**src/logic/spt_pkg.sv**
```systemverilog
/*
 * spt_pkg: constants of the discoverable-parameter table block:
 * database byte values, byte addresses, register offsets, field
 * positions, density variants and erase-kind codes.
 * Assumes nothing of its surroundings; shared by the design only.
 */
`default_nettype none
package spt_pkg;
	// database byte addresses
	localparam logic [7:0] A_SIG0  = 8'h00;
	localparam logic [7:0] A_SIG1  = 8'h01;
	localparam logic [7:0] A_SIG2  = 8'h02;
	localparam logic [7:0] A_SIG3  = 8'h03;
	localparam logic [7:0] A_REVMN = 8'h04;
	localparam logic [7:0] A_REVMJ = 8'h05;
	localparam logic [7:0] A_HCNT  = 8'h06;
	localparam logic [7:0] A_UNUSD = 8'h07;
	localparam logic [7:0] A_IDLO  = 8'h08;
	localparam logic [7:0] A_PMNR  = 8'h09;
	localparam logic [7:0] A_PMJR  = 8'h0a;
	localparam logic [7:0] A_PLEN  = 8'h0b;
	localparam logic [7:0] A_PTR0  = 8'h0c;
	localparam logic [7:0] A_PTR1  = 8'h0d;
	localparam logic [7:0] A_PTR2  = 8'h0e;
	localparam logic [7:0] A_IDHI  = 8'h0f;
	localparam logic [7:0] A_ERSZ  = 8'h30;
	localparam logic [7:0] A_ER4K  = 8'h31;
	localparam logic [7:0] A_RDSUP = 8'h32;
	localparam logic [7:0] A_RSV33 = 8'h33;
	localparam logic [7:0] A_DEN0  = 8'h34;
	localparam logic [7:0] A_DEN1  = 8'h35;
	localparam logic [7:0] A_DEN2  = 8'h36;
	localparam logic [7:0] A_DEN3  = 8'h37;
	localparam logic [7:0] A_Q4WM  = 8'h38;
	localparam logic [7:0] A_Q4OP  = 8'h39;
	localparam logic [7:0] A_Q1WM  = 8'h3a;
	localparam logic [7:0] A_Q1OP  = 8'h3b;
	localparam logic [7:0] A_D1WM  = 8'h3c;
	localparam logic [7:0] A_D1OP  = 8'h3d;
	localparam logic [7:0] A_D2WM  = 8'h3e;
	localparam logic [7:0] A_D2OP  = 8'h3f;
	// database byte values
	localparam logic [7:0] V_SIG0  = 8'h53;
	localparam logic [7:0] V_SIG1  = 8'h46;
	localparam logic [7:0] V_SIG2  = 8'h44;
	localparam logic [7:0] V_SIG3  = 8'h50;
	localparam logic [7:0] V_MINOR = 8'h06;
	localparam logic [7:0] V_MAJOR = 8'h01;
	localparam logic [7:0] V_HCNT  = 8'h00;
	localparam logic [7:0] V_FILL  = 8'hff;
	localparam logic [7:0] V_IDLO  = 8'h00;
	localparam logic [7:0] V_IDHI  = 8'hff;
	localparam logic [7:0] V_PLEN  = 8'h10;
	localparam logic [7:0] V_PTR0  = 8'h30;
	localparam logic [7:0] V_PTR1  = 8'h00;
	localparam logic [7:0] V_PTR2  = 8'h00;
	localparam logic [7:0] V_ERSZ  = {3'b111, 1'b0, 1'b1, 1'b1, 2'b01};
	localparam logic [7:0] V_ER4K  = 8'h20;
	localparam logic [7:0] V_RDSUP = {1'b1, 1'b1, 1'b1, 1'b1, 1'b0, 2'b00, 1'b1};
	localparam logic [7:0] V_DEN3  = 8'h00;
	localparam logic [7:0] V_Q4WM  = {3'b010, 5'b00100};
	localparam logic [7:0] V_Q4OP  = 8'heb;
	localparam logic [7:0] V_Q1WM  = {3'b000, 5'b01000};
	localparam logic [7:0] V_Q1OP  = 8'h6b;
	localparam logic [7:0] V_D1WM  = {3'b000, 5'b01000};
	localparam logic [7:0] V_D1OP  = 8'h3b;
	localparam logic [7:0] V_D2WM  = {3'b100, 5'b00000};
	localparam logic [7:0] V_D2OP  = 8'hbb;
	// density byte at 36h per variant
	localparam logic [2:0] DEN_4M   = 3'h0;
	localparam logic [2:0] DEN_2M   = 3'h1;
	localparam logic [2:0] DEN_1M   = 3'h2;
	localparam logic [2:0] DEN_512K = 3'h3;
	localparam logic [2:0] DEN_256K = 3'h4;
	localparam logic [7:0] V_D4M    = 8'h3f;
	localparam logic [7:0] V_D2M    = 8'h1f;
	localparam logic [7:0] V_D1M    = 8'h0f;
	localparam logic [7:0] V_D512K  = 8'h07;
	localparam logic [7:0] V_D256K  = 8'h03;
	// erase opcodes and kinds
	localparam logic [7:0] OP_ER4K  = 8'h20;
	localparam logic [7:0] OP_ER32K = 8'h52;
	localparam logic [7:0] OP_ER64K = 8'hd8;
	localparam logic [1:0] EK_NONE  = 2'h0;
	localparam logic [1:0] EK_4K    = 2'h1;
	localparam logic [1:0] EK_32K   = 2'h2;
	localparam logic [1:0] EK_64K   = 2'h3;
	// register offsets and fields
	localparam logic [31:0] R_CFG   = 32'h0000_0040;
	localparam logic [31:0] R_STAT  = 32'h0000_0044;
	localparam int          CF_DEN  = 0;
	localparam int          CF_OPTC = 3;
	localparam int          ST_VLD  = 31;
	localparam logic [2:0] CFG_RST  = 3'h0;
	localparam logic [1:0] RESP_OK  = 2'b00;
	localparam logic [1:0] RESP_SLV = 2'b10;
	localparam logic [1:0] RESP_DEC = 2'b11;
endpackage : spt_pkg
`default_nettype wire

```
**src/logic/spt_param_table.sv**
```systemverilog
/*
 * spt_param_table: read-only parameter database of the serial flash,
 * presented as a byte stream to the serial front end and as words
 * over an AXI4-Lite slave, plus the erase-opcode decode.
 * Assumes the serial front end runs on aclk and gives one-cycle
 * start/next/stop strobes; the AXI master follows AXI4-Lite.
 */
`default_nettype none
module spt_param_table (
	input  wire logic        aclk,
	input  wire logic        aclk_en,
	input  wire logic        aresetn,
	input  wire logic [31:0] s_axi_awaddr,
	input  wire logic        s_axi_awvalid,
	output logic             s_axi_awready,
	input  wire logic [31:0] s_axi_wdata,
	input  wire logic [3:0]  s_axi_wstrb,
	input  wire logic        s_axi_wvalid,
	output logic             s_axi_wready,
	output logic [1:0]       s_axi_bresp,
	output logic             s_axi_bvalid,
	input  wire logic        s_axi_bready,
	input  wire logic [31:0] s_axi_araddr,
	input  wire logic        s_axi_arvalid,
	output logic             s_axi_arready,
	output logic [31:0]      s_axi_rdata,
	output logic [1:0]       s_axi_rresp,
	output logic             s_axi_rvalid,
	input  wire logic        s_axi_rready,
	input  wire logic        rd_start,
	input  wire logic [23:0] rd_addr,
	input  wire logic        rd_next,
	input  wire logic        rd_stop,
	output logic [7:0]       rd_byte,
	output logic [23:0]      rd_byte_addr,
	output logic             rd_byte_valid,
	input  wire logic        op_valid,
	input  wire logic [7:0]  op_code,
	output logic             erase_valid,
	output logic [1:0]       erase_kind
);

	logic        awready_r;
	logic        wready_r;
	logic        bvalid_r;
	logic [1:0]  bresp_r;
	logic        arready_r;
	logic        rvalid_r;
	logic [31:0] rdata_r;
	logic [1:0]  rresp_r;
	logic [31:0] aw_addr_r;
	logic [31:0] w_data_r;
	logic        w_strb0_r;
	logic [2:0]  den_sel_r;
	logic        opt_c_r;
	logic [7:0]  byte_r;
	logic [23:0] baddr_r;
	logic        bvld_r;
	logic        er_vld_r;
	logic [1:0]  er_kind_r;

	// one database byte; holes and anything past the table read FFh
	function automatic logic [7:0] byte_at(input logic [23:0] a, input logic [7:0] den);
		logic [7:0] v;
		v = spt_pkg::V_FILL;
		if (a[23:8] == 16'h0000) begin
			unique case (a[7:0])
				spt_pkg::A_SIG0:  v = spt_pkg::V_SIG0;
				spt_pkg::A_SIG1:  v = spt_pkg::V_SIG1;
				spt_pkg::A_SIG2:  v = spt_pkg::V_SIG2;
				spt_pkg::A_SIG3:  v = spt_pkg::V_SIG3;
				spt_pkg::A_REVMN: v = spt_pkg::V_MINOR;
				spt_pkg::A_REVMJ: v = spt_pkg::V_MAJOR;
				spt_pkg::A_HCNT:  v = spt_pkg::V_HCNT;
				spt_pkg::A_UNUSD: v = spt_pkg::V_FILL;
				spt_pkg::A_IDLO:  v = spt_pkg::V_IDLO;
				spt_pkg::A_PMNR:  v = spt_pkg::V_MINOR;
				spt_pkg::A_PMJR:  v = spt_pkg::V_MAJOR;
				spt_pkg::A_PLEN:  v = spt_pkg::V_PLEN;
				spt_pkg::A_PTR0:  v = spt_pkg::V_PTR0;
				spt_pkg::A_PTR1:  v = spt_pkg::V_PTR1;
				spt_pkg::A_PTR2:  v = spt_pkg::V_PTR2;
				spt_pkg::A_IDHI:  v = spt_pkg::V_IDHI;
				spt_pkg::A_ERSZ:  v = spt_pkg::V_ERSZ;
				spt_pkg::A_ER4K:  v = spt_pkg::V_ER4K;
				spt_pkg::A_RDSUP: v = spt_pkg::V_RDSUP;
				spt_pkg::A_RSV33: v = spt_pkg::V_FILL;
				spt_pkg::A_DEN0:  v = spt_pkg::V_FILL;
				spt_pkg::A_DEN1:  v = spt_pkg::V_FILL;
				spt_pkg::A_DEN2:  v = den;
				spt_pkg::A_DEN3:  v = spt_pkg::V_DEN3;
				spt_pkg::A_Q4WM:  v = spt_pkg::V_Q4WM;
				spt_pkg::A_Q4OP:  v = spt_pkg::V_Q4OP;
				spt_pkg::A_Q1WM:  v = spt_pkg::V_Q1WM;
				spt_pkg::A_Q1OP:  v = spt_pkg::V_Q1OP;
				spt_pkg::A_D1WM:  v = spt_pkg::V_D1WM;
				spt_pkg::A_D1OP:  v = spt_pkg::V_D1OP;
				spt_pkg::A_D2WM:  v = spt_pkg::V_D2WM;
				spt_pkg::A_D2OP:  v = spt_pkg::V_D2OP;
				default:          v = spt_pkg::V_FILL;
			endcase
		end
		return v;
	endfunction : byte_at

	// density variant select
	wire logic [7:0] den_byte =
		(den_sel_r == spt_pkg::DEN_2M)   ? spt_pkg::V_D2M   :
		(den_sel_r == spt_pkg::DEN_1M)   ? spt_pkg::V_D1M   :
		(den_sel_r == spt_pkg::DEN_512K) ? spt_pkg::V_D512K :
		(den_sel_r == spt_pkg::DEN_256K) ? spt_pkg::V_D256K :
		spt_pkg::V_D4M;

	// 64K opcode becomes 32K on the small parts and the uniform 1Mb
	wire logic small_part = (den_sel_r == spt_pkg::DEN_512K) ||
		(den_sel_r == spt_pkg::DEN_256K);
	wire logic uni_32k = small_part ||
		(opt_c_r && (den_sel_r == spt_pkg::DEN_1M));
	wire logic [1:0] er_kind_nxt =
		(op_code == spt_pkg::OP_ER4K)  ? spt_pkg::EK_4K  :
		(op_code == spt_pkg::OP_ER32K) ? spt_pkg::EK_32K :
		(op_code == spt_pkg::OP_ER64K) ? (uni_32k ? spt_pkg::EK_32K : spt_pkg::EK_64K) :
		spt_pkg::EK_NONE;

	// byte stream address
	wire logic [23:0] baddr_nxt = rd_start ? rd_addr : (baddr_r + 24'h000001);
	wire logic        b_step    = rd_start || (rd_next && bvld_r);
	wire logic        bvld_nxt  = rd_start || (bvld_r && !rd_stop);

	// AXI handshakes
	wire logic aw_hs = s_axi_awvalid && awready_r;
	wire logic w_hs  = s_axi_wvalid && wready_r;
	wire logic b_hs  = bvalid_r && s_axi_bready;
	wire logic ar_hs = s_axi_arvalid && arready_r;
	wire logic r_hs  = rvalid_r && s_axi_rready;
	wire logic wr_go = !awready_r && !wready_r && !bvalid_r;

	// write decode
	wire logic wr_cfg = (aw_addr_r == spt_pkg::R_CFG);
	wire logic wr_ro  = (aw_addr_r[31:6] == 26'h0) &&
		((aw_addr_r[5:4] == 2'b00) || (aw_addr_r[5:4] == 2'b11)) ||
		(aw_addr_r == spt_pkg::R_STAT);
	wire logic [1:0] bresp_nxt = wr_cfg ? spt_pkg::RESP_OK :
		(wr_ro ? spt_pkg::RESP_SLV : spt_pkg::RESP_DEC);

	// read decode
	wire logic ar_rom  = (s_axi_araddr[31:6] == 26'h0) &&
		((s_axi_araddr[5:4] == 2'b00) || (s_axi_araddr[5:4] == 2'b11));
	wire logic ar_cfg  = (s_axi_araddr == spt_pkg::R_CFG);
	wire logic ar_stat = (s_axi_araddr == spt_pkg::R_STAT);
	wire logic [31:0] cfg_word = {28'h0, opt_c_r, den_sel_r};
	wire logic [31:0] stat_word = {bvld_r, 7'h00, baddr_r};
	wire logic [31:0] rom_word;

	genvar g;
	generate
		for (g = 0; g < 4; g++) begin : g_lane
			// lane g holds byte at word address plus g, low byte first
			assign rom_word[g*8 +: 8] = byte_at({16'h0000, s_axi_araddr[7:2], 2'(g)}, den_byte);
		end
	endgenerate

	wire logic [31:0] rdata_nxt = ar_rom ? rom_word :
		(ar_cfg ? cfg_word : (ar_stat ? stat_word : 32'h0000_0000));
	wire logic [1:0] rresp_nxt = (ar_rom || ar_cfg || ar_stat) ?
		spt_pkg::RESP_OK : spt_pkg::RESP_DEC;

	// write path
	always_ff @(posedge aclk) begin
		if (!aresetn) begin
			awready_r <= 1'b1;
			wready_r  <= 1'b1;
			bvalid_r  <= 1'b0;
			bresp_r   <= spt_pkg::RESP_OK;
			aw_addr_r <= 32'h0000_0000;
			w_data_r  <= 32'h0000_0000;
			w_strb0_r <= 1'b0;
		end else if (aclk_en) begin
			if (aw_hs) begin
				awready_r <= 1'b0;
				aw_addr_r <= s_axi_awaddr;
			end
			if (w_hs) begin
				wready_r  <= 1'b0;
				w_data_r  <= s_axi_wdata;
				w_strb0_r <= s_axi_wstrb[0];
			end
			if (wr_go) begin
				bvalid_r <= 1'b1;
				bresp_r  <= bresp_nxt;
			end
			if (b_hs) begin
				bvalid_r  <= 1'b0;
				awready_r <= 1'b1;
				wready_r  <= 1'b1;
			end
		end
	end

	// configuration register
	always_ff @(posedge aclk) begin
		if (!aresetn) begin
			den_sel_r <= spt_pkg::CFG_RST;
			opt_c_r   <= 1'b0;
		end else if (aclk_en && wr_go && wr_cfg && w_strb0_r) begin
			den_sel_r <= w_data_r[spt_pkg::CF_DEN +: 3];
			opt_c_r   <= w_data_r[spt_pkg::CF_OPTC];
		end
	end

	// read path, one cycle from address to data
	always_ff @(posedge aclk) begin
		if (!aresetn) begin
			arready_r <= 1'b1;
			rvalid_r  <= 1'b0;
			rdata_r   <= 32'h0000_0000;
			rresp_r   <= spt_pkg::RESP_OK;
		end else if (aclk_en) begin
			if (ar_hs) begin
				arready_r <= 1'b0;
				rvalid_r  <= 1'b1;
				rdata_r   <= rdata_nxt;
				rresp_r   <= rresp_nxt;
			end else if (r_hs) begin
				arready_r <= 1'b1;
				rvalid_r  <= 1'b0;
			end
		end
	end

	// serial byte stream
	always_ff @(posedge aclk) begin
		if (!aresetn) begin
			byte_r  <= spt_pkg::V_FILL;
			baddr_r <= 24'h000000;
			bvld_r  <= 1'b0;
		end else if (aclk_en) begin
			bvld_r <= bvld_nxt;
			if (b_step) begin
				baddr_r <= baddr_nxt;
				byte_r  <= byte_at(baddr_nxt, den_byte);
			end
		end
	end

	// erase opcode decode
	always_ff @(posedge aclk) begin
		if (!aresetn) begin
			er_vld_r  <= 1'b0;
			er_kind_r <= spt_pkg::EK_NONE;
		end else if (aclk_en) begin
			er_vld_r <= op_valid;
			if (op_valid) begin
				er_kind_r <= er_kind_nxt;
			end
		end
	end

	assign s_axi_awready = awready_r;
	assign s_axi_wready  = wready_r;
	assign s_axi_bvalid  = bvalid_r;
	assign s_axi_bresp   = bresp_r;
	assign s_axi_arready = arready_r;
	assign s_axi_rvalid  = rvalid_r;
	assign s_axi_rdata   = rdata_r;
	assign s_axi_rresp   = rresp_r;
	assign rd_byte       = byte_r;
	assign rd_byte_addr  = baddr_r;
	assign rd_byte_valid = bvld_r;
	assign erase_valid   = er_vld_r;
	assign erase_kind    = er_kind_r;

	a_sig_first: assert property (@(posedge aclk) disable iff (!aresetn)
		(bvld_r && baddr_r == 24'h000000) |-> (byte_r == 8'h53))
		else $error("signature byte 0 wrong");
	a_hdr_idhi: assert property (@(posedge aclk) disable iff (!aresetn)
		(bvld_r && baddr_r == 24'h00000f) |-> (byte_r == 8'hff))
		else $error("header id high byte wrong");
	a_hdr_count: assert property (@(posedge aclk) disable iff (!aresetn)
		(bvld_r && baddr_r == 24'h000006) |-> (byte_r == 8'h00))
		else $error("header count wrong");
	a_tbl_len: assert property (@(posedge aclk) disable iff (!aresetn)
		(bvld_r && baddr_r == 24'h00000b) |-> (byte_r == 8'h10))
		else $error("table length wrong");
	a_tbl_ptr: assert property (@(posedge aclk) disable iff (!aresetn)
		(bvld_r && baddr_r == 24'h00000c) |-> (byte_r == 8'h30))
		else $error("table pointer wrong");
	a_erase_byte: assert property (@(posedge aclk) disable iff (!aresetn)
		(bvld_r && baddr_r == 24'h000030) |-> (byte_r == 8'hed))
		else $error("erase size byte wrong");
	a_read_types: assert property (@(posedge aclk) disable iff (!aresetn)
		(bvld_r && baddr_r == 24'h000032) |-> (byte_r == 8'hf1))
		else $error("read support byte wrong");
	a_quad_op: assert property (@(posedge aclk) disable iff (!aresetn)
		(bvld_r && baddr_r == 24'h000039) |-> (byte_r == 8'heb))
		else $error("quad read opcode wrong");
	a_stream_order: assert property (@(posedge aclk) disable iff (!aresetn)
		(aclk_en && rd_next && bvld_r && !rd_start && !rd_stop)
		|=> (bvld_r && baddr_r == $past(baddr_r) + 24'h000001))
		else $error("stream address did not advance by one");
	a_erase_32k: assert property (@(posedge aclk) disable iff (!aresetn)
		(aclk_en && op_valid && (op_code == 8'h52 || (op_code == 8'hd8 && uni_32k)))
		|=> (erase_valid && erase_kind == 2'h2))
		else $error("32K erase not decoded");
	a_read_answer: assert property (@(posedge aclk) disable iff (!aresetn)
		(aclk_en && ar_hs) |=> (rvalid_r && !arready_r))
		else $error("read data not returned one cycle after address");
	a_sig_last: assert property (@(posedge aclk) disable iff (!aresetn)
		(bvld_r && baddr_r == 24'h000003) |-> (byte_r == 8'h50))
		else $error("signature byte 3 wrong");
	a_rev_major: assert property (@(posedge aclk) disable iff (!aresetn)
		(bvld_r && baddr_r == 24'h000005) |-> (byte_r == 8'h01))
		else $error("major revision byte wrong");
	a_hdr_idlo: assert property (@(posedge aclk) disable iff (!aresetn)
		(bvld_r && baddr_r == 24'h000008) |-> (byte_r == 8'h00))
		else $error("header id low byte wrong");
	a_hdr_minor: assert property (@(posedge aclk) disable iff (!aresetn)
		(bvld_r && baddr_r == 24'h000009) |-> (byte_r == 8'h06))
		else $error("header minor revision wrong");
	a_unused_fill: assert property (@(posedge aclk) disable iff (!aresetn)
		(bvld_r && baddr_r == 24'h000007) |-> (byte_r == 8'hff))
		else $error("unused header byte wrong");
	a_ptr_upper: assert property (@(posedge aclk) disable iff (!aresetn)
		(bvld_r && baddr_r == 24'h00000e) |-> (byte_r == 8'h00))
		else $error("table pointer upper byte wrong");
	a_erase_op: assert property (@(posedge aclk) disable iff (!aresetn)
		(bvld_r && baddr_r == 24'h000031) |-> (byte_r == 8'h20))
		else $error("4K erase opcode byte wrong");
	a_rsv_fill: assert property (@(posedge aclk) disable iff (!aresetn)
		(bvld_r && baddr_r == 24'h000033) |-> (byte_r == 8'hff))
		else $error("reserved byte 33h wrong");
	a_den_low: assert property (@(posedge aclk) disable iff (!aresetn)
		(bvld_r && baddr_r == 24'h000034) |-> (byte_r == 8'hff))
		else $error("density low byte wrong");
	a_den_top: assert property (@(posedge aclk) disable iff (!aresetn)
		(bvld_r && baddr_r == 24'h000037) |-> (byte_r == 8'h00))
		else $error("density top byte wrong");
	a_q4_cycles: assert property (@(posedge aclk) disable iff (!aresetn)
		(bvld_r && baddr_r == 24'h000038) |-> (byte_r == 8'h44))
		else $error("quad io read cycles wrong");
	a_q1_read: assert property (@(posedge aclk) disable iff (!aresetn)
		(bvld_r && baddr_r == 24'h00003b) |-> (byte_r == 8'h6b))
		else $error("quad output read opcode wrong");
	a_d1_read: assert property (@(posedge aclk) disable iff (!aresetn)
		(bvld_r && baddr_r == 24'h00003c) |-> (byte_r == 8'h08))
		else $error("dual output read cycles wrong");
	a_d2_read: assert property (@(posedge aclk) disable iff (!aresetn)
		(bvld_r && baddr_r == 24'h00003e) |-> (byte_r == 8'h80))
		else $error("dual io read cycles wrong");
	a_d2_op: assert property (@(posedge aclk) disable iff (!aresetn)
		(bvld_r && baddr_r == 24'h00003f) |-> (byte_r == 8'hbb))
		else $error("dual io read opcode wrong");
	a_stream_stop: assert property (@(posedge aclk) disable iff (!aresetn)
		(aclk_en && rd_stop && !rd_start) |=> !bvld_r)
		else $error("stream still open after stop");
	a_enable_freeze: assert property (@(posedge aclk) disable iff (!aresetn)
		(!aclk_en) |=> ($stable(byte_r) && $stable(baddr_r) && $stable(bvld_r) && $stable(er_vld_r) &&
		$stable(er_kind_r) && $stable(den_sel_r) && $stable(rvalid_r) && $stable(bvalid_r)))
		else $error("state moved while clock enable low");

endmodule : spt_param_table
`default_nettype wire

```
**config.mk**
```make
export PLATFORM = sky130hd
export DESIGN_NAME = spt_param_table
export DESIGN_NICKNAME = d
export VERILOG_FILES = /design/src/logic/spt_pkg.sv /design/src/logic/spt_param_table.sv
export SDC_FILE = /design/constraint.sdc
export NUM_CORES = 1
export LEC_CHECK = 0
export ABC_AREA = 1
export BUFFER_PORTS_ARGS = -buffer_cell sky130_fd_sc_hd__buf_2
export CORE_UTILIZATION = 40
export DETAILED_ROUTE_END_ITERATION = 8
export PLACE_DENSITY_LB_ADDON = 0.15
export SETUP_SLACK_MARGIN = 0.15
export SLEW_MARGIN = 10
export SYNTH_ARGS = -nofsm -noshare
export SYNTH_HDL_FRONTEND = slang
export SYNTH_SLANG_ARGS = --single-unit
```
**constraint.sdc**
```tcl
create_clock -name aclk -period 2.24 [get_ports aclk]
set_input_delay 0.224 -clock aclk [delete_from_list [all_inputs] [get_ports aclk]]
set_output_delay 0.224 -clock aclk [all_outputs]
set_load 0.02 [all_outputs]
```
==> flow_summary.yaml, run 1 <==
pwr:
  power_mw: 6.06
  powerDensity_nw_per_um2: 665
  power_leakage_nw: 4.34
  vdd_drop_max_uv: 539
route:
  dr.pass1.iters: 5
  vias_per_cell: 5.02
  detail-route-antenna-nets: 0
  wl_per_cell_um: 14.2
  drt_iter0_drc: 519
  dr_total_vias: 7584
  wl_um: 21500
  drcViolationCount: 0
clocking:
  ctsLongestPathBuffers: 2
  worstSkewPairLatency_ps: 420
  cts_buffers: 17
  clock-sinks: 114
  clk_pin_slew_ps: 60
  htree_levels: 4
  cts_tree: "yes"
  cts_root_buf: "clkbuf_16"
synthesis:
  synth_top_cells_by_area: "dfxtp_1 33%, nand2_1 14%, inv_1 7.0%, o21ai_0 7.0%, a21oi_1 5.2%"
  synth_most_common_cell: "nand2_1"
  netlist_instances: 1047
  synthTopCellsByCount: "258 x nand2_1, 127 x inv_1, 114 x dfxtp_1, 95 x o21ai_0, 87 x nor2_1"
  synthesis.nets: 1195
  async_flop_share_pct: 0
  synth.distinct_cells: 48
  synth_ff_type: "dfxtp_1"
  yosysTopAreaCell: "dfxtp_1"
  avgSynthCellArea_um2: 6.51
  seq_area_frac_synth_pct: 33.5
  ys_warn_count: 0
  synth_edf_count: 0
  ys_seq_elements: 114
  netlist_area_um2: 6810
  synth_top_area_share_pct: 33.5
worst_setup_path:
  cp_data_required_time_ps: 2550
  cp_max_fo: 8
  critPathLaunchType: "register"
  arrival_ps: 2460
  path_class: "register to register"
  end_kind: "register"
sta:
  slew_viol_final: 0
  finalCriticalPeriod_ps: 2150
  rsz0062_at_grt: "true"
  setup_viol: 0
  fmax_mhz: 466
  worst_pin_slew_ps: 717
  finalHoldViolCount: 0
  tns_ps: 0
  finalCritPeriodShare_pct: 95.8
  maxSlewHeadroom_pct: 52.2
  skew_ps: 7.44
place:
  dp_cells: 1461
  dpl.hpwl_um: 16000
  gp_congestion: 0.900
  io_buffer_count: 189
die:
  die_y_um: 133
  row_count: 47
  dieWidth_um: 133
  die_area_um2: 17600
  pin_count: 221
  coreArea_um2: 16600
  initial_core_util_pct: 41.1
grt:
  overflow: 0
  grt_max_degree: 54
  grt_pass1_wl_um: 34100
  grt_pass1_vias: 6795
  grt_use_total_pct: 24.3
  antenna_found_initial: 0
layout:
  area_delta_synth_final_pct: 33.9
  final_nets: 1426
  drive_above_1_share_pct: 31.1
  post-route-util_pct: 55.0
  diodes: 0
  layout.cells.non_filler: 1511
run:
  drv_cap: 0
status:
  run_status: "completed"
hold_path:
  hold_path_class: "input port to register"
## worst paths after layout
kind                        end  slack (ps)  cells past startpoint       startpoint
hold reg to reg    aw_addr_r[8]         450                      2     aw_addr_r[8]
setup / recovery     rd_byte[5]          90                     16  rd_byte_addr[1]
setup reg to reg     rd_byte[5]          90                     16  rd_byte_addr[1]
hold / removal    s_axi_arready          60                      2          aresetn
## area by class of cell
cell class	instances	area, um^2
inverter	134	504
tap	220	275
timing repair buffer	258	1490
sequential	114	2300
clock buffer	18	429
clock inverter	14	154
fill	1724	7460
multi-input combinational	753	3970
## cell families after synthesis
| family | synth area share [%] |
|---|---|
| buffers and inverters | 10.9 |
| adder cells (fa/ha/maj) | 0.735 |
| AO/OA/AOI/OAI | 18.8 |
| AND/OR/NAND/NOR | 35.9 |
| flip-flops | 33.5 |
| XOR/XNOR | 0.129 |
## placed cells by master, fill, tap and decap left out, types with 22 or more instances in the layout
cell type    n
nand2_1    248
nor3_1      22
a21oi_1     71
buf_2      189
dfxtp_1    102
nand3_1     61
inv_1      127
buf_4       65
o21ai_0     92
nor2_1      72
## metrics by stage
stage               setup WS, ps  area [um^2]  hold slack [ps]
finish                      94.2         9120             63.5
global route               -62.6         9120             69.7
CTS                          118         8920             53.4
detailed placement          8.73         8210              446
global placement            42.7         8210              439
floorplan                    219         6820              379
## state kept, by name (all words and copies together) (netlist names), 2 cells and up
signal / cells
aw_addr_r: 32
s_axi_rdata: 29
rd_byte_addr: 24
rd_byte: 8
w_data_r: 4
den_sel_r: 3
erase_kind: 2
s_axi_bresp: 2
## power breakdown
group | leakage, nW | internal, mW | total [mW] | switching (mW)
Combinational | 3.12 | 0.425 | 1.13 | 0.701
Sequential | 0.941 | 2.16 | 2.25 | 0.0917
Clock | 0.278 | 1.65 | 2.69 | 1.04
## routing by layer
layer  global-route usage, %  part of all wire, %
met3                    4.18                  5.5
met5                       0                    0
met2                    38.2                   45
met4                    8.68                  1.8
met1                    33.4                   48
## critical path, stage by stage (launching register included)
cell     delay [ps]
dfxtp_2         360
buf_6           120
nand2_4          50
nor2_4          160
nand2_4         150
nor2_4          170
nand2_1          70
nand2_1          60
nand3_1          80
o21ai_2         100
nand2_2          90
nor2_4          140
nand3_4         170
nor2_1          140
nand2_1          50
nand2_1          50
nand2_1          50
## what timing repair did
action | CTS | global route
cloned | 1 | 0
hold buffers | 0 | 0
pin swaps | 16 | 31
resized for setup | 16 | 47
setup endpoints to repair | 8 | 8
setup buffers | 10 | 7
Power figures use the tool's default switching activity.
==> run 2, diff against run 1 <==
--- a/config.mk
+++ b/config.mk
@@ -7,11 +7,13 @@
 export LEC_CHECK = 0
 export ABC_AREA = 1
 export BUFFER_PORTS_ARGS = -buffer_cell sky130_fd_sc_hd__buf_2
-export CORE_UTILIZATION = 40
+export CELL_PAD_IN_SITES_DETAIL_PLACEMENT = 1
+export CELL_PAD_IN_SITES_GLOBAL_PLACEMENT = 2
+export CORE_UTILIZATION = 27
 export DETAILED_ROUTE_END_ITERATION = 8
 export PLACE_DENSITY_LB_ADDON = 0.15
 export SETUP_SLACK_MARGIN = 0.15
-export SLEW_MARGIN = 10
+export SLEW_MARGIN = 20
 export SYNTH_ARGS = -nofsm -noshare
 export SYNTH_HDL_FRONTEND = slang
 export SYNTH_SLANG_ARGS = --single-unit
==> run 2 against run 1 <==
  * Sequential power about the same
  * Sequential share of layout area is 0.94 points lower
  * Fmax up 1.2%
  * Clock skew increased by 4.6 ps
  * Via count increased by 1.0%
  * Design area increased by 3.7%
  * Count of clock-buffer cells in the layout down 1
  * Utilization down 16 points
  * Critical path depth grew 1
  * Wire length up 17%
  * Worst setup slack better by 26 ps
  * Global-route usage decreased by 4.8 points
  * Critical path type unchanged
  * Critical endpoint is now rd_byte[0]
  * Largest cell class unchanged
  * Highest routed layer unchanged
==> flow_summary.yaml, run 2 (synthesis results as in run 1) <==
status:
  run_status: "completed"
worst_setup_path:
  critPathLaunchType: "register"
  arrival_ps: 2430
  path_class: "register to register"
  r2r-start: "rd_byte_addr[1]"
  cp_slowest_stage_delay_ps: 380
  cp_data_required_time_ps: 2550
  cp.depth: 17
  cp_cell_sequence: "buf_12 -> nand2_4 -> nor2_4 -> nand2_4 -> buf_6 -> nor2_4 -> nand2_2 -> nand3_2 -> nand2_2 -> nor2_2 -> nand2_2 -> nor2_4 -> nand3_4 -> nor2_1 -> nand2_1 -> nand2_1 -> nand2_1"
  slowest_stage: "dfxtp_4"
  worstSetupStartpoint: "rd_byte_addr[1]"
  r2r-end: "rd_byte[0]"
  cpLargestDelayFamily: "simple AND/OR/NAND/NOR gates"
  reg2reg_depth: 17
  end_kind: "register"
  rrSetupSlack_ps: 120
  critPathBufInv: 2
  crit_path_end: "rd_byte[0]"
  cp_max_fo: 8
die:
  row_count: 57
  dieWidth_um: 161
  die_y_um: 161
  initial_core_util_pct: 27.8
  die_area_um2: 25900
  coreArea_um2: 24500
  pin_count: 221
route:
  drt_iter0_drc: 352
  wl_um: 25100
  detail-route-antenna-nets: 0
  dr_total_vias: 7663
  wl_per_cell_um: 15.4
  dr.pass1.iters: 4
  drcViolationCount: 0
  vias_per_cell: 4.70
run:
  drv_cap: 0
sta:
  worst_pin_slew_ps: 734
  maxSlewHeadroom_pct: 51.0
  finalCritPeriodShare_pct: 94.6
  skew_ps: 12.1
  finalHoldViolCount: 0
  fmax_mhz: 472
  setup_viol: 0
  rsz0062_at_grt: "true"
  finalCriticalPeriod_ps: 2120
  slew_viol_final: 0
clocking:
  worstSkewPairLatency_ps: 420
  cts_root_buf: "clkbuf_16"
  cts_tree: "yes"
  cts_hold_buf: 0
  cts_buffers: 17
  clock-sinks: 114
  htree_levels: 4
  clk_pin_slew_ps: 60
  ctsLongestPathBuffers: 2
grt:
  grt_pass1_vias: 7609
  grt_use_total_pct: 19.5
  overflow: 0
  grt_max_degree: 58
  grt_pass1_wl_um: 39900
  antenna_found_initial: 0
place:
  dp_cells: 1582
  gp_congestion: 0.829
  place_area_um2: 8520
  io_buffer_count: 189
  dpl.hpwl_um: 19200
layout:
  diodes: 0
  final_nets: 1442
  final_area_um2: 9460
  area_delta_synth_final_pct: 38.8
  layout.cells.non_filler: 1631
  layout_commonest_cell: "nand2_1"
  largest_register_ffs: 32
  drive_above_1_share_pct: 32.6
  layout_common_cells: "246 x nand2_1, 189 x buf_2, 125 x inv_1"
  regMostFlops: "aw_addr_r"
pwr:
  powerDensity_nw_per_um2: 656
  vdd_drop_max_uv: 319
  power_leakage_nw: 4.46
  power_mw: 6.20
hold_path:
  hold_path_class: "input port to register"
## run 2: changes by cell type in the layout (fill, tap and decap cells not counted), moves of 3 or more
cell,change
dfxtp_1,+3
dfxtp_2,-3
nand3_1,-4
nor2_2,+3
buf_4,+8
nor2_1,-3
buf_12,+5
nand3_2,+5
inv_6,+3
inv_8,+4
nand2_2,+3
buf_6,+3
## run 2: worst reg2reg max path, stage by stage, from the launching register on
cell and delay [ps]:
dfxtp_4 380, buf_12 100, nand2_4 40, nor2_4 170, nand2_4 130, buf_6 150
nor2_4 70, nand2_2 60, nand3_2 70, nand2_2 60, nor2_2 110, nand2_2 80
nor2_4 150, nand3_4 160, nor2_1 130, nand2_1 60, nand2_1 60, nand2_1 50
## run 2: how the worst min path moves through the flow
stage                                start            end  cells after the start
after global routing      s_axi_awaddr[15]  aw_addr_r[15]                      3
after floorplan                    aclk_en  rd_byte_valid                      2
after CTS                 s_axi_awaddr[15]  aw_addr_r[15]                      3
after detailed placement     aw_addr_r[28]  aw_addr_r[28]                      2
final                              rd_stop  rd_byte_valid                      4
after global placement        aw_addr_r[8]   aw_addr_r[8]                      2
## run 2: metal layers
layer / vias up / wire length, um / global-route usage, %
li1: 3947 / - / -
met1: 3549 / 12500 / 27.1
met2: 150 / 11400 / 31.2
met3: 17 / 975 / 2.94
met4: 0 / 259 / 5.23
met5: - / 0 / 0
## run 2: per-stage QoR
| stage | util, % | hold slack, ps | setup WS [ps] | setup TNS [ps] |
|---|---|---|---|---|
| final | 38.6 | 73.9 | 120 | 0 |
| after global routing | 38.6 | 69.2 | -60.2 | -375 |
| after CTS | 37.7 | 54.3 | 56.4 | 0 |
| after detailed placement | 34.7 | 448 | -4.33 | -4.33 |
| after global placement | 34.7 | 440 | 19.5 | 0 |
| after floorplan | - | 379 | 219 | 0 |
## run 2: final cells by class
| cell class | count | area [um^2] |
|---|---|---|
| Inverter | 134 | 504 |
| Clock inverter | 15 | 160 |
| Multi-Input combinational cell | 753 | 3980 |
| Clock buffer | 17 | 425 |
| Fill cell | 3242 | 15100 |
| Sequential cell | 114 | 2300 |
| Timing Repair Buffer | 274 | 1680 |
| Tap cell | 324 | 405 |
## run 2: report_power, final
part | total, mW | switching [mW] | internal (mW)
Sequential | 2.25 | 0.0935 | 2.15
Combinational | 1.20 | 0.736 | 0.468
Clock | 2.75 | 1.17 | 1.58
Total | 6.20 | 2.00 | 4.20
## run 2: repair_timing
action,CTS,global route
setup buffers,6,10
pin swaps,26,29
cloned,1,0
setup endpoints to repair,8,8
resized for setup,23,47
==> run 3, diff against run 2 <==
--- a/config.mk
+++ b/config.mk
@@ -10,7 +10,9 @@
 export CELL_PAD_IN_SITES_DETAIL_PLACEMENT = 1
 export CELL_PAD_IN_SITES_GLOBAL_PLACEMENT = 2
 export CORE_UTILIZATION = 27
+export CTS_CLUSTER_DIAMETER = 30
 export DETAILED_ROUTE_END_ITERATION = 8
+export GPL_TIMING_DRIVEN = 0
 export PLACE_DENSITY_LB_ADDON = 0.15
 export SETUP_SLACK_MARGIN = 0.15
 export SLEW_MARGIN = 20
==> run 3 against run 2 <==
  * Sequential cell count unchanged
  * Clock skew hardly changed
  * Utilization fell by 0.20 points
  * Total power is 0.86% lower
  * Largest cell class unchanged
  * Largest power group unchanged
  * Highest routed layer unchanged
==> flow_summary.yaml, run 3 (synthesis results as in run 1) <==
sta:
  maxSlewHeadroom_pct: 51.2
  worst_pin_slew_ps: 732
  holdWs_ps: 70.3
  slew_viol_final: 0
  setup_viol: 0
  skew_ps: 12.5
  finalHoldViolCount: 0
  rsz0062_at_grt: "true"
  finalCriticalPeriod_ps: 2160
  fmax_mhz: 464
  finalCritPeriodShare_pct: 96.3
layout:
  fillerInstances: 3233
  final_area_um2: 9410
  layout_commonest_cell: "nand2_1"
  layout_common_cells: "246 x nand2_1, 196 x buf_2, 125 x inv_1"
  drive_above_1_share_pct: 31.5
  diodes: 0
  layout.cells.non_filler: 1629
  regMostFlops: "aw_addr_r"
  largest_register_ffs: 32
  area_delta_synth_final_pct: 38.1
  final_nets: 1440
  post-route-util_pct: 38.4
die:
  dieWidth_um: 161
  row_count: 57
  coreArea_um2: 24500
  initial_core_util_pct: 27.8
  die_y_um: 161
  pin_count: 221
  die_area_um2: 25900
pwr:
  powerDensity_nw_per_um2: 653
  sequentialPowerShare_pct: 36.9
  power_leakage_nw: 4.35
  power_mw: 6.15
  internal_power_mw: 4.14
  p_switching_mw: 2.01
  pwr-share-clk_pct: 43.8
  vdd_drop_max_uv: 457
  swShare_pct: 32.7
  p_comb_share_pct: 19.3
status:
  run_status: "completed"
clocking:
  clock-sinks: 114
  cts_root_buf: "clkbuf_16"
  ctsLongestPathBuffers: 2
  worstSkewPairLatency_ps: 430
  cts_tree: "yes"
  cts_buffers: 17
  cts_hold_buf: 0
  htree_levels: 4
  clk_pin_slew_ps: 60
worst_setup_path:
  path_class: "register to register"
  critPathLaunchType: "register"
  end_kind: "register"
  r2r-end: "rd_byte[1]"
  critPathBufInv: 4
  cp_slowest_stage_delay_ps: 320
  cpLargestDelayFamily: "simple AND/OR/NAND/NOR gates"
  r2r-start: "rd_byte_addr[5]"
  slowest_stage: "dfxtp_2"
  rrSetupSlack_ps: 80
  arrival_ps: 2480
  cp_cell_sequence: "buf_6 -> buf_4 -> nand3_4 -> nor2_4 -> nand2_2 -> buf_4 -> buf_4 -> nand2_2 -> nand3_2 -> nand2_1 -> nor2_1 -> nand2_1 -> nor2_4 -> nand3_4 -> nor2_2 -> nand2_1 -> nand2_1 -> nand2_1"
  cp_max_fo: 8
  crit_top_cell: "nand2_1"
  reg2reg_depth: 18
  cp_data_required_time_ps: 2560
place:
  gp_congestion: 0.860
  dp_cells: 1559
  dpl.hpwl_um: 20700
  place_area_um2: 8160
  io_buffer_count: 188
route:
  drcViolationCount: 0
  detail-route-antenna-nets: 0
  drt_iter0_drc: 329
  dr_total_vias: 7753
  wl_um: 27100
  dr.pass1.iters: 4
  vias_per_cell: 4.76
  wl_per_cell_um: 16.6
hold_path:
  hold-path-cell-count: 3
  holdCritStartpoint: "s_axi_awaddr[14]"
  holdPathEnd: "aw_addr_r[14]"
  hold_path_class: "input port to register"
run:
  drv_cap: 0
grt:
  grt_pass1_wl_um: 42200
  grt_pass1_vias: 7846
  antenna_found_initial: 0
  grt_max_degree: 17
  grt_use_total_pct: 20.8
  overflow: 0
[run 3: tightest hold or removal path: stages]
cell and delay [ps]:
buf_2 100, nand3_1 70, a21oi_1 60
[run 3: power by group through the flow]
stage	Clock [mW]	Sequential (mW)	Combinational [mW]
after global routing	2.84	2.29	1.31
after CTS	2.75	2.27	1.12
final	2.69	2.27	1.18
after detailed placement	0	2.32	1.05
after floorplan	0	2.37	0.570
after global placement	0	2.32	1.04
[run 3: final cells by class]
class	instances	area, um^2	share of cell area, %
inverter	134	520	5.53
clock buffer	17	425	4.52
clock inverter	15	148	1.57
tap	324	405	4.31
multi-input combinational	754	4080	43.4
buffer	47	241	2.57
sequential	114	2330	24.8
timing repair buffer	224	1260	13.4
[run 3: routing by layer]
metal  vias up  routed length, um  track usage (%)
met5         -                  0                0
met4         0                323             5.83
met3        21               1120             3.46
met2       177              12400             33.9
met1      3606              13200             28.0
li1       3949                  -                -
[run 3: how the worst max path moves through the flow]
stage / cells past startpoint / start / slack (ps) / endpoint
2_1_floorplan: 15 / rd_byte_addr[1] / 220 / rd_byte[0]
3_3_place_gp: 16 / rd_byte_addr[1] / -290 / rd_byte[3]
3_5_place_dp: 16 / rd_byte_addr[1] / -260 / rd_byte[3]
4_1_cts: 15 / rd_byte_addr[1] / 80 / rd_byte[3]
5_1_grt: 16 / rd_byte_addr[0] / -40 / rd_byte[2]
6_report: 18 / rd_byte_addr[5] / 80 / rd_byte[1]
[run 3: stage by stage]
| stage | setup WS, ps | setup TNS, ps |
|---|---|---|
| 2_1_floorplan | 219 | 0 |
| 3_3_place_gp | -289 | -2090 |
| 3_5_place_dp | -265 | -2070 |
| 4_1_cts | 82.7 | 0 |
| 5_1_grt | -35.2 | -142 |
| 6_report | 83.8 | 0 |
[run 3: timing repair]
action,4_1_cts,5_1_grt
endpoints found under the setup margin,13,14
pin swaps,23,29
buffers inserted,22,13
gates resized for setup,51,59
cloned,2,1
hold endpoints to repair,0,0
